### src/hw/atc_pkg.sv
// Constants, register map and types of the arm and trigger sequencer.
// Assumes a 32-bit AXI4-Lite register bus and one 25 MHz clock.
package atc_pkg;

   // Register byte addresses
   localparam logic [7:0] ADDR_CTRL     = 8'h00;
   localparam logic [7:0] ADDR_SOURCE   = 8'h04;
   localparam logic [7:0] ADDR_PRE_CH1  = 8'h08;
   localparam logic [7:0] ADDR_PRE_CH2  = 8'h0c;
   localparam logic [7:0] ADDR_SAMPLES  = 8'h10;
   localparam logic [7:0] ADDR_ARMCNT   = 8'h14;
   localparam logic [7:0] ADDR_ARMDLY   = 8'h18;
   localparam logic [7:0] ADDR_STATUS   = 8'h1c;
   localparam logic [7:0] ADDR_SAMPCNT  = 8'h20;

   // Control register bits (write-one pulses)
   localparam int CTRL_INIT  = 0;
   localparam int CTRL_ABORT = 1;
   localparam int CTRL_IMM   = 2;
   localparam int CTRL_BUS   = 3;

   // Field layouts
   localparam int CW         = 20;
   localparam int AW_CNT     = 16;
   localparam int SRC1_LSB   = 0;
   localparam int SRC2_LSB   = 4;
   localparam int ST_CH_BIT  = 2;
   localparam int ST_OSC_BIT = 3;
   localparam int ST_ARM_BIT = 4;
   localparam int ST_REM_LSB = 16;

   // Arm source selector codes
   typedef enum logic [3:0] {
      SRC_HOLD  = 4'h0,
      SRC_IMM   = 4'h1,
      SRC_BUS   = 4'h2,
      SRC_ECL0  = 4'h3,
      SRC_ECL1  = 4'h4,
      SRC_TTL0  = 4'h5,
      SRC_TTL7  = 4'hc,
      SRC_EXT   = 4'hd,
      SRC_LVL1  = 4'he,
      SRC_LVL2  = 4'hf
   } atc_src_e;

   // Reset values
   localparam logic [3:0]        RST_SRC1    = 4'h1;
   localparam logic [3:0]        RST_SRC2    = 4'h0;
   localparam logic [CW-1:0]     RST_PRE     = 20'h00000;
   localparam logic [CW-1:0]     RST_SAMPLES = 20'h00001;
   localparam logic [AW_CNT-1:0] RST_ARMCNT  = 16'h0001;
   localparam logic [AW_CNT-1:0] RST_ARMDLY  = 16'h0000;

   localparam logic [1:0] RESP_OKAY   = 2'h0;
   localparam logic [1:0] RESP_SLVERR = 2'h2;

   typedef enum logic [1:0] {
      ST_IDLE      = 2'b00,
      ST_INITIATED = 2'b01,
      ST_WAIT_ARM  = 2'b10,
      ST_WAIT_TRIG = 2'b11
   } atc_state_e;

endpackage

### src/hw/atc_sequencer.sv
// Arm and trigger sequencer shared by both sampling channels.
// Assumes an AXI4-Lite master on CLOCK_I and asynchronous trigger pins.
`timescale 1ns/1ps
module atc_sequencer (
   input  wire logic        CLOCK_I,
   input  wire logic        RST_N_I,
   input  wire logic        CE_I,
   // AXI4-Lite slave
   input  wire logic [7:0]  S_AXI_AWADDR_I,
   input  wire logic        S_AXI_AWVALID_I,
   output logic             S_AXI_AWREADY_O,
   input  wire logic [31:0] S_AXI_WDATA_I,
   input  wire logic [3:0]  S_AXI_WSTRB_I,
   input  wire logic        S_AXI_WVALID_I,
   output logic             S_AXI_WREADY_O,
   output logic [1:0]       S_AXI_BRESP_O,
   output logic             S_AXI_BVALID_O,
   input  wire logic        S_AXI_BREADY_I,
   input  wire logic [7:0]  S_AXI_ARADDR_I,
   input  wire logic        S_AXI_ARVALID_I,
   output logic             S_AXI_ARREADY_O,
   output logic [31:0]      S_AXI_RDATA_O,
   output logic [1:0]       S_AXI_RRESP_O,
   output logic             S_AXI_RVALID_O,
   input  wire logic        S_AXI_RREADY_I,
   // Arm and trigger pins
   input  wire logic [1:0]  ECL_TRIG_I,
   input  wire logic [7:0]  TTL_TRIG_I,
   input  wire logic        FRONT_EXTERNAL_ARM_INPUT_I,
   input  wire logic        CHANNEL1_LEVEL_ARM_I,
   input  wire logic        CHANNEL2_LEVEL_ARM_I,
   input  wire logic        SAMPLE_TRIG_I,
   input  wire logic        REF_OSC_RUNNING_I,
   // Sequencer outputs
   output logic             SAMPLE_O,
   output logic             ARMED_O,
   output logic [1:0]       STATE_O
);
   localparam int NP = 15;

   // Pin synchronisation
   logic [NP-1:0] pin_lvl;
   logic [NP-1:0] pin_rise;
   logic [NP-1:0] pin_fall;

   atc_sync #(.W(NP)) u_sync (
      .clk_i   (CLOCK_I),
      .rst_n_i (RST_N_I),
      .ce_i    (CE_I),
      .pin_i   ({REF_OSC_RUNNING_I, SAMPLE_TRIG_I, CHANNEL2_LEVEL_ARM_I,
                 CHANNEL1_LEVEL_ARM_I, FRONT_EXTERNAL_ARM_INPUT_I,
                 TTL_TRIG_I, ECL_TRIG_I}),
      .level_o (pin_lvl),
      .rise_o  (pin_rise),
      .fall_o  (pin_fall)
   );

   // Event of the source selected by one selector
   function automatic logic src_hit(input logic [3:0] sel,
                                    input logic [15:0] ev,
                                    input logic allow_imm);
      logic hit;
      hit = ev[sel];
      if (sel == atc_pkg::SRC_HOLD) begin
         hit = 1'b0;
      end else if (sel == atc_pkg::SRC_IMM && !allow_imm) begin
         hit = 1'b0;
      end
      return hit;
   endfunction

   // Register file and bus state
   logic                        aw_v_q, aw_v_d;
   logic [7:0]                  aw_a_q, aw_a_d;
   logic                        w_v_q, w_v_d;
   logic [31:0]                 w_d_q, w_d_d;
   logic [3:0]                  w_s_q, w_s_d;
   logic                        b_v_q, b_v_d;
   logic [1:0]                  b_r_q, b_r_d;
   logic                        r_v_q, r_v_d;
   logic [31:0]                 r_d_q, r_d_d;
   logic [1:0]                  r_r_q, r_r_d;
   logic [3:0]                  src1_q, src1_d;
   logic [3:0]                  src2_q, src2_d;
   logic [atc_pkg::CW-1:0]      pre_q, pre_d;
   logic                        chan_q, chan_d;
   logic [atc_pkg::CW-1:0]      spa_q, spa_d;
   logic [atc_pkg::AW_CNT-1:0]  armcnt_q, armcnt_d;
   logic [atc_pkg::AW_CNT-1:0]  armdly_q, armdly_d;
   logic                        cmd_init, cmd_abort, cmd_imm, cmd_bus;
   logic                        wr_go;
   logic [31:0]                 wmask;

   // Sequencer state
   atc_pkg::atc_state_e         st_q, st_d;
   logic                        post_q, post_d;
   logic                        dly_q, dly_d;
   logic [atc_pkg::AW_CNT-1:0]  dcnt_q, dcnt_d;
   logic [atc_pkg::CW-1:0]      precnt_q, precnt_d;
   logic [atc_pkg::CW-1:0]      postcnt_q, postcnt_d;
   logic [atc_pkg::AW_CNT-1:0]  rem_q, rem_d;
   logic                        samp_q, samp_d;
   logic [15:0]                 ev;
   logic                        osc_ok, trig_ev, arm_src, arm_ok;
   logic [atc_pkg::CW-1:0]      post_need;
   logic                        burst_end;

   always_comb begin
      wmask = {{8{w_s_q[3]}}, {8{w_s_q[2]}}, {8{w_s_q[1]}}, {8{w_s_q[0]}}};
   end

   // Bus slave and configuration registers
   always_comb begin
      aw_v_d   = aw_v_q;
      aw_a_d   = aw_a_q;
      w_v_d    = w_v_q;
      w_d_d    = w_d_q;
      w_s_d    = w_s_q;
      b_v_d    = b_v_q;
      b_r_d    = b_r_q;
      r_v_d    = r_v_q;
      r_d_d    = r_d_q;
      r_r_d    = r_r_q;
      src1_d   = src1_q;
      src2_d   = src2_q;
      pre_d    = pre_q;
      chan_d   = chan_q;
      spa_d    = spa_q;
      armcnt_d = armcnt_q;
      armdly_d = armdly_q;
      cmd_init  = 1'b0;
      cmd_abort = 1'b0;
      cmd_imm   = 1'b0;
      cmd_bus   = 1'b0;
      if (S_AXI_AWVALID_I && S_AXI_AWREADY_O) begin
         aw_v_d = 1'b1;
         aw_a_d = S_AXI_AWADDR_I;
      end
      if (S_AXI_WVALID_I && S_AXI_WREADY_O) begin
         w_v_d = 1'b1;
         w_d_d = S_AXI_WDATA_I;
         w_s_d = S_AXI_WSTRB_I;
      end
      if (b_v_q && S_AXI_BREADY_I) begin
         b_v_d = 1'b0;
      end
      wr_go = aw_v_q && w_v_q && !b_v_q;
      if (wr_go) begin
         aw_v_d = 1'b0;
         w_v_d  = 1'b0;
         b_v_d  = 1'b1;
         b_r_d  = atc_pkg::RESP_OKAY;
         case (aw_a_q)
            atc_pkg::ADDR_CTRL: begin
               if (w_s_q[0]) begin
                  cmd_init  = w_d_q[atc_pkg::CTRL_INIT];
                  cmd_abort = w_d_q[atc_pkg::CTRL_ABORT];
                  cmd_imm   = w_d_q[atc_pkg::CTRL_IMM];
                  cmd_bus   = w_d_q[atc_pkg::CTRL_BUS];
               end
            end
            atc_pkg::ADDR_SOURCE: begin
               if (w_s_q[0]) begin
                  src1_d = w_d_q[atc_pkg::SRC1_LSB +: 4];
                  // Immediate refused on selector 2
                  if (w_d_q[atc_pkg::SRC2_LSB +: 4] != atc_pkg::SRC_IMM) begin
                     src2_d = w_d_q[atc_pkg::SRC2_LSB +: 4];
                  end
               end
            end
            atc_pkg::ADDR_PRE_CH1, atc_pkg::ADDR_PRE_CH2: begin
               // Either channel overwrites the one shared count
               pre_d  = (pre_q & ~wmask[atc_pkg::CW-1:0])
                        | (w_d_q[atc_pkg::CW-1:0] & wmask[atc_pkg::CW-1:0]);
               chan_d = (aw_a_q == atc_pkg::ADDR_PRE_CH2);
            end
            atc_pkg::ADDR_SAMPLES: begin
               spa_d = (spa_q & ~wmask[atc_pkg::CW-1:0])
                       | (w_d_q[atc_pkg::CW-1:0] & wmask[atc_pkg::CW-1:0]);
            end
            atc_pkg::ADDR_ARMCNT: begin
               armcnt_d = (armcnt_q & ~wmask[atc_pkg::AW_CNT-1:0])
                          | (w_d_q[atc_pkg::AW_CNT-1:0]
                             & wmask[atc_pkg::AW_CNT-1:0]);
            end
            atc_pkg::ADDR_ARMDLY: begin
               armdly_d = (armdly_q & ~wmask[atc_pkg::AW_CNT-1:0])
                          | (w_d_q[atc_pkg::AW_CNT-1:0]
                             & wmask[atc_pkg::AW_CNT-1:0]);
            end
            atc_pkg::ADDR_STATUS, atc_pkg::ADDR_SAMPCNT: begin
               b_r_d = atc_pkg::RESP_OKAY;
            end
            default: begin
               b_r_d = atc_pkg::RESP_SLVERR;
            end
         endcase
      end
      if (r_v_q && S_AXI_RREADY_I) begin
         r_v_d = 1'b0;
      end
      if (S_AXI_ARVALID_I && S_AXI_ARREADY_O) begin
         r_v_d = 1'b1;
         r_r_d = atc_pkg::RESP_OKAY;
         r_d_d = 32'h00000000;
         case (S_AXI_ARADDR_I)
            atc_pkg::ADDR_CTRL: r_d_d = 32'h00000000;
            atc_pkg::ADDR_SOURCE: begin
               r_d_d[atc_pkg::SRC1_LSB +: 4] = src1_q;
               r_d_d[atc_pkg::SRC2_LSB +: 4] = src2_q;
            end
            atc_pkg::ADDR_PRE_CH1,
            atc_pkg::ADDR_PRE_CH2: r_d_d[atc_pkg::CW-1:0] = pre_q;
            atc_pkg::ADDR_SAMPLES: r_d_d[atc_pkg::CW-1:0] = spa_q;
            atc_pkg::ADDR_ARMCNT: r_d_d[atc_pkg::AW_CNT-1:0] = armcnt_q;
            atc_pkg::ADDR_ARMDLY: r_d_d[atc_pkg::AW_CNT-1:0] = armdly_q;
            atc_pkg::ADDR_STATUS: begin
               r_d_d[1:0]                    = st_q;
               r_d_d[atc_pkg::ST_CH_BIT]     = chan_q;
               r_d_d[atc_pkg::ST_OSC_BIT]    = osc_ok;
               r_d_d[atc_pkg::ST_ARM_BIT]    = post_q;
               r_d_d[atc_pkg::ST_REM_LSB +: atc_pkg::AW_CNT] = rem_q;
            end
            atc_pkg::ADDR_SAMPCNT:
               r_d_d[atc_pkg::CW-1:0] = precnt_q + postcnt_q;
            default: r_r_d = atc_pkg::RESP_SLVERR;
         endcase
      end
   end

   assign S_AXI_AWREADY_O = !aw_v_q;
   assign S_AXI_WREADY_O  = !w_v_q;
   assign S_AXI_BVALID_O  = b_v_q;
   assign S_AXI_BRESP_O   = b_r_q;
   assign S_AXI_ARREADY_O = !r_v_q;
   assign S_AXI_RVALID_O  = r_v_q;
   assign S_AXI_RDATA_O   = r_d_q;
   assign S_AXI_RRESP_O   = r_r_q;

   always_ff @(posedge CLOCK_I) begin
      if (!RST_N_I) begin
         aw_v_q   <= 1'b0;
         aw_a_q   <= 8'h00;
         w_v_q    <= 1'b0;
         w_d_q    <= 32'h00000000;
         w_s_q    <= 4'h0;
         b_v_q    <= 1'b0;
         b_r_q    <= atc_pkg::RESP_OKAY;
         r_v_q    <= 1'b0;
         r_d_q    <= 32'h00000000;
         r_r_q    <= atc_pkg::RESP_OKAY;
         src1_q   <= atc_pkg::RST_SRC1;
         src2_q   <= atc_pkg::RST_SRC2;
         pre_q    <= atc_pkg::RST_PRE;
         chan_q   <= 1'b0;
         spa_q    <= atc_pkg::RST_SAMPLES;
         armcnt_q <= atc_pkg::RST_ARMCNT;
         armdly_q <= atc_pkg::RST_ARMDLY;
      end else if (CE_I) begin
         aw_v_q   <= aw_v_d;
         aw_a_q   <= aw_a_d;
         w_v_q    <= w_v_d;
         w_d_q    <= w_d_d;
         w_s_q    <= w_s_d;
         b_v_q    <= b_v_d;
         b_r_q    <= b_r_d;
         r_v_q    <= r_v_d;
         r_d_q    <= r_d_d;
         r_r_q    <= r_r_d;
         src1_q   <= src1_d;
         src2_q   <= src2_d;
         pre_q    <= pre_d;
         chan_q   <= chan_d;
         spa_q    <= spa_d;
         armcnt_q <= armcnt_d;
         armdly_q <= armdly_d;
      end
   end

   // Arm events indexed by selector code
   always_comb begin
      osc_ok   = pin_lvl[14];
      trig_ev  = pin_rise[13];
      ev       = 16'h0000;
      // Immediate also arms the pre-arm path once its count is full
      ev[atc_pkg::SRC_IMM]  = (st_q == atc_pkg::ST_WAIT_ARM)
                              || (st_q == atc_pkg::ST_WAIT_TRIG);
      ev[atc_pkg::SRC_BUS]  = cmd_bus;
      ev[atc_pkg::SRC_ECL0] = pin_rise[0];
      ev[atc_pkg::SRC_ECL1] = pin_rise[1];
      ev[atc_pkg::SRC_TTL7:atc_pkg::SRC_TTL0] = pin_fall[9:2];
      ev[atc_pkg::SRC_EXT]  = pin_rise[10];
      ev[atc_pkg::SRC_LVL1] = pin_rise[11];
      ev[atc_pkg::SRC_LVL2] = pin_rise[12];
      arm_src = osc_ok && (src_hit(src1_q, ev, 1'b1)
                           || src_hit(src2_q, ev, 1'b0));
      arm_ok  = arm_src || cmd_imm;
      post_need = (spa_q > pre_q) ? spa_q - pre_q : atc_pkg::RST_SAMPLES;
      burst_end = post_q && trig_ev && (postcnt_q + 20'h00001 == post_need);
   end

   // Sequencer: one state drives both channels
   always_comb begin
      st_d      = st_q;
      post_d    = post_q;
      dly_d     = dly_q;
      dcnt_d    = dcnt_q;
      precnt_d  = precnt_q;
      postcnt_d = postcnt_q;
      rem_d     = rem_q;
      samp_d    = 1'b0;
      case (st_q)
         atc_pkg::ST_IDLE: begin
            if (cmd_init) begin
               st_d  = atc_pkg::ST_INITIATED;
               rem_d = armcnt_q;
            end
         end
         atc_pkg::ST_INITIATED: begin
            precnt_d  = '0;
            postcnt_d = '0;
            dly_d     = 1'b0;
            if (pre_q != '0) begin
               st_d   = atc_pkg::ST_WAIT_TRIG;
               post_d = 1'b0;
            end else begin
               st_d   = atc_pkg::ST_WAIT_ARM;
               post_d = 1'b1;
            end
         end
         atc_pkg::ST_WAIT_ARM: begin
            if (cmd_imm) begin
               st_d  = atc_pkg::ST_WAIT_TRIG;
               rem_d = (rem_q != '0) ? rem_q - 16'h0001 : rem_q;
            end else if (dly_q) begin
               if (dcnt_q == '0) begin
                  st_d  = atc_pkg::ST_WAIT_TRIG;
                  dly_d = 1'b0;
               end else begin
                  dcnt_d = dcnt_q - 16'h0001;
               end
            end else if (arm_src) begin
               rem_d = (rem_q != '0) ? rem_q - 16'h0001 : rem_q;
               if (armdly_q == '0) begin
                  st_d = atc_pkg::ST_WAIT_TRIG;
               end else begin
                  dly_d  = 1'b1;
                  dcnt_d = armdly_q - 16'h0001;
               end
            end
         end
         atc_pkg::ST_WAIT_TRIG: begin
            if (trig_ev) begin
               samp_d = 1'b1;
               if (!post_q && precnt_q != pre_q) begin
                  precnt_d = precnt_q + 20'h00001;
               end else if (post_q) begin
                  postcnt_d = postcnt_q + 20'h00001;
               end
            end
            // Arm counts only after pre-arm count is full
            if (!post_q && precnt_q == pre_q && arm_ok) begin
               post_d = 1'b1;
               rem_d  = (rem_q != '0) ? rem_q - 16'h0001 : rem_q;
            end
            if (burst_end) begin
               // Arm count zero runs until abort
               if (armcnt_q != '0 && rem_q == '0) begin
                  st_d = atc_pkg::ST_IDLE;
               end else begin
                  st_d = atc_pkg::ST_INITIATED;
               end
            end
         end
         default: begin
            st_d = atc_pkg::ST_IDLE;
         end
      endcase
      if (cmd_abort) begin
         st_d  = atc_pkg::ST_IDLE;
         dly_d = 1'b0;
      end
   end

   always_ff @(posedge CLOCK_I) begin
      if (!RST_N_I) begin
         st_q      <= atc_pkg::ST_IDLE;
         post_q    <= 1'b0;
         dly_q     <= 1'b0;
         dcnt_q    <= '0;
         precnt_q  <= '0;
         postcnt_q <= '0;
         rem_q     <= '0;
         samp_q    <= 1'b0;
      end else if (CE_I) begin
         st_q      <= st_d;
         post_q    <= post_d;
         dly_q     <= dly_d;
         dcnt_q    <= dcnt_d;
         precnt_q  <= precnt_d;
         postcnt_q <= postcnt_d;
         rem_q     <= rem_d;
         samp_q    <= samp_d;
      end
   end

   assign SAMPLE_O = samp_q;
   assign ARMED_O  = (st_q == atc_pkg::ST_WAIT_TRIG);
   assign STATE_O  = st_q;
endmodule

### src/hw/atc_sync.sv
// Two-stage synchroniser with edge detection for asynchronous pins.
// Assumes pins are asynchronous to CLOCK_I; frozen while ce_i is low.
`timescale 1ns/1ps
module atc_sync #(
   parameter int W = 1
) (
   input  wire logic         clk_i,
   input  wire logic         rst_n_i,
   input  wire logic         ce_i,
   input  wire logic [W-1:0] pin_i,
   output logic      [W-1:0] level_o,
   output logic      [W-1:0] rise_o,
   output logic      [W-1:0] fall_o
);
   logic [W-1:0] meta_q;
   logic [W-1:0] sync_q;
   logic [W-1:0] prev_q;

   always_ff @(posedge clk_i) begin
      if (!rst_n_i) begin
         meta_q <= '0;
         sync_q <= '0;
         prev_q <= '0;
      end else if (ce_i) begin
         meta_q <= pin_i;
         sync_q <= meta_q;
         prev_q <= sync_q;
      end
   end

   assign level_o = sync_q;
   assign rise_o  = sync_q & ~prev_q;
   assign fall_o  = ~sync_q & prev_q;
endmodule

### config.mk
export PLATFORM = sky130hd
export DESIGN_NAME = atc_sequencer
export DESIGN_NICKNAME = d
export VERILOG_FILES = /design/src/hw/atc_pkg.sv /design/src/hw/atc_sequencer.sv /design/src/hw/atc_sync.sv
export SDC_FILE = /design/constraint.sdc
export NUM_CORES = 1
export LEC_CHECK = 0
export BUFFER_PORTS_ARGS = -buffer_cell sky130_fd_sc_hd__buf_2
export CORE_ASPECT_RATIO = 0.7
export CORE_UTILIZATION = 45
export CTS_BUF_LIST = sky130_fd_sc_hd__clkbuf_16
export CTS_CLUSTER_SIZE = 30
export DETAILED_ROUTE_END_ITERATION = 7
export GPL_TIMING_DRIVEN = 1
export PLACE_DENSITY_LB_ADDON = 0.08
export SLEW_MARGIN = 20
export SYNTH_ARGS = -nofsm -noshare
export SYNTH_HDL_FRONTEND = slang
export SYNTH_HIERARCHICAL = 1
export SYNTH_SLANG_ARGS = --single-unit
### constraint.sdc
create_clock -name CLOCK_I -period 4.5 [get_ports CLOCK_I]
set_clock_uncertainty 0.05 [all_clocks]
set_input_delay 0.9 -clock CLOCK_I [delete_from_list [all_inputs] [get_ports CLOCK_I]]
set_output_delay 0.9 -clock CLOCK_I [all_outputs]
set_load 0.01 [all_outputs]
==> flow_metrics.tcl <==
set metrics [dict create \
    root_buffer "clkbuf_16" \
    drtIter0Drc 1818 \
    pre_cts_ws_ps 426 \
    critPathArrivalTime_ps 4550 \
    fillCellCount 3323 \
    cp-start-kind "flip-flop" \
    hp-class "flip-flop to flip-flop" \
    synthToLayoutAreaGrowth_pct 12.1 \
    design.core.area_sq_mm 0.0340 \
    multi_input_area_sq_mm 0.00966 \
    cts_buffer_depth 3 \
    maxSlewViolCount 0 \
    netlist_area_sq_mm 0.0158 \
    endpoint_kind "flip-flop" \
    cts_tree "yes" \
    cts_resized 0 \
    place.gp.congestion 0.957 \
    rsz0062_at_grt "no" \
    cts-htree-levels 1 \
    fp-row-count 56 \
    hold_viol 0 \
    die_width_um 226 \
    dp_hpwl_mm 39.3 \
    max_freq_mhz 241 \
    power.leakage_nw 6.93 \
    status "finished, violations left" \
    post_dp_cell_area_sq_mm 0.0167 \
    cp_data_required_time_ps 4890 \
    min_period_ps 4150 \
    syn_area_per_cell_sq_um 8.03 \
    period_share 0.923 \
    clk_pin_slew_ps 60 \
    setup_ws_ps 348 \
    die-height_um 159 \
    cap_viol_max_count 0 \
    grt_use_total 0.290 \
    path_max_fanout 15 \
    slew_headroom 0.365 \
    grt_pass1_vias 13459 \
    grt_max_degree 80 \
    grt_pass1_wl_mm 79.5 \
    power-per-cell-area_mw_per_mm2 289 \
    irDropWorstVdd_uv 276 \
    vias_per_cell 5.91 \
    mostFrequentLayoutCells "dfxtp_1, nand2_1, nor2_1" \
    power.total_mw 5.10 \
    tns_ps 0 \
    synth_cells 1962 \
    drt-total-wl_mm 52.2 \
    violations "DRC" \
    worst_pin_slew_ps 949 \
    antenna_found_initial 1 \
    yosys_warnings 6 \
    vias 14887 \
    initial_core_util 0.464 \
    ioPinCount 120 \
    setup_violations 0 \
    cts_buffers 29 \
    layout.area.seq_sq_mm 0.00543 \
    final_layout_size_suffix_gt1_frac 0.115 \
    path_class "flip-flop to flip-flop" \
    clock_sinks 271 \
    portBuffers 104 \
    routedWlPerCell_um 20.7 \
    overflow 0 \
    cts_setup_buffers 0 \
    clk_latency_ps 590 \
    route.detailed.drc 5 \
    cts_hold_buf 0 \
    drt_first_pass_iters 8 \
    die_area_sq_mm 0.0358 \
    fin_area_sq_mm 0.0177 \
    final_common_cell "dfxtp_1" \
    antenna_left 0 \
    fin_nets 2160 \
]
final timing paths:
path                                                   from                          end  slack (ps)  cells after the start
worst min-delay path            S_AXI_RVALID_O$_SDFFE_PN0P_  S_AXI_RVALID_O$_SDFFE_PN0P_         430                      2
worst min register to register  S_AXI_RVALID_O$_SDFFE_PN0P_  S_AXI_RVALID_O$_SDFFE_PN0P_         430                      2
worst max-delay path                              flip-flop      STATE_O[0]$_SDFFE_PN0P_         350                     14
worst max register to register                    flip-flop      STATE_O[0]$_SDFFE_PN0P_         350                     14
metal layers:
| layer | wire (um) | GRT usage | share of wire | vias up |
|---|---|---|---|---|
| met2 | 20300 | 0.401 | 0.39 | 635 |
| met1 | 25300 | 0.445 | 0.48 | 7044 |
| li1 | - | - | - | 7128 |
| met4 | 1330 | 0.0719 | 0.025 | 0 |
| met5 | 0 | 0 | 0 | - |
| met3 | 5220 | 0.0611 | 0.10 | 80 |
where the power goes:
group / total, mW / internal (mW) / switching, mW
sequential: 2.48 / 2.44 / 0.0408
clock: 2.37 / 1.30 / 1.07
combinational: 0.251 / 0.0941 / 0.156
worst max-delay path, cell delays in order, from the launching register on:
cell and delay [ps]:
dfxtp_1 360, inv_1 60, ha_1 210, fa_1 420, nor2b_1 170, o31a_2 250
o211ai_4 130, a221oi_4 360, or2_1 490, mux2i_1 140, a2111o_1 370, a2111oi_2 280
and4_1 230, a32oi_1 270, mux2i_1 200
final cells by class:
| cell class | count | share of cell area |
|---|---|---|
| clock inverters | 23 | 0.0110 |
| inverters | 55 | 0.0120 |
| diodes | 1 | 0.000142 |
| well taps | 464 | 0.0329 |
| multi-input cells | 1530 | 0.547 |
| clock buffers | 29 | 0.0411 |
| repair buffers | 148 | 0.0490 |
| flip-flops and latches | 271 | 0.307 |
through the flow:
step / std cells / utilization / hold slack (ps)
global route: 2520 / 0.520 / 440
floorplan: 1963 / - / 400
CTS: 2520 / 0.520 / 429
detailed placement: 2468 / 0.493 / 416
global placement: 2468 / 0.493 / 413
finish: 2521 / 0.520 / 426
Power figures use the tool's default switching activity.
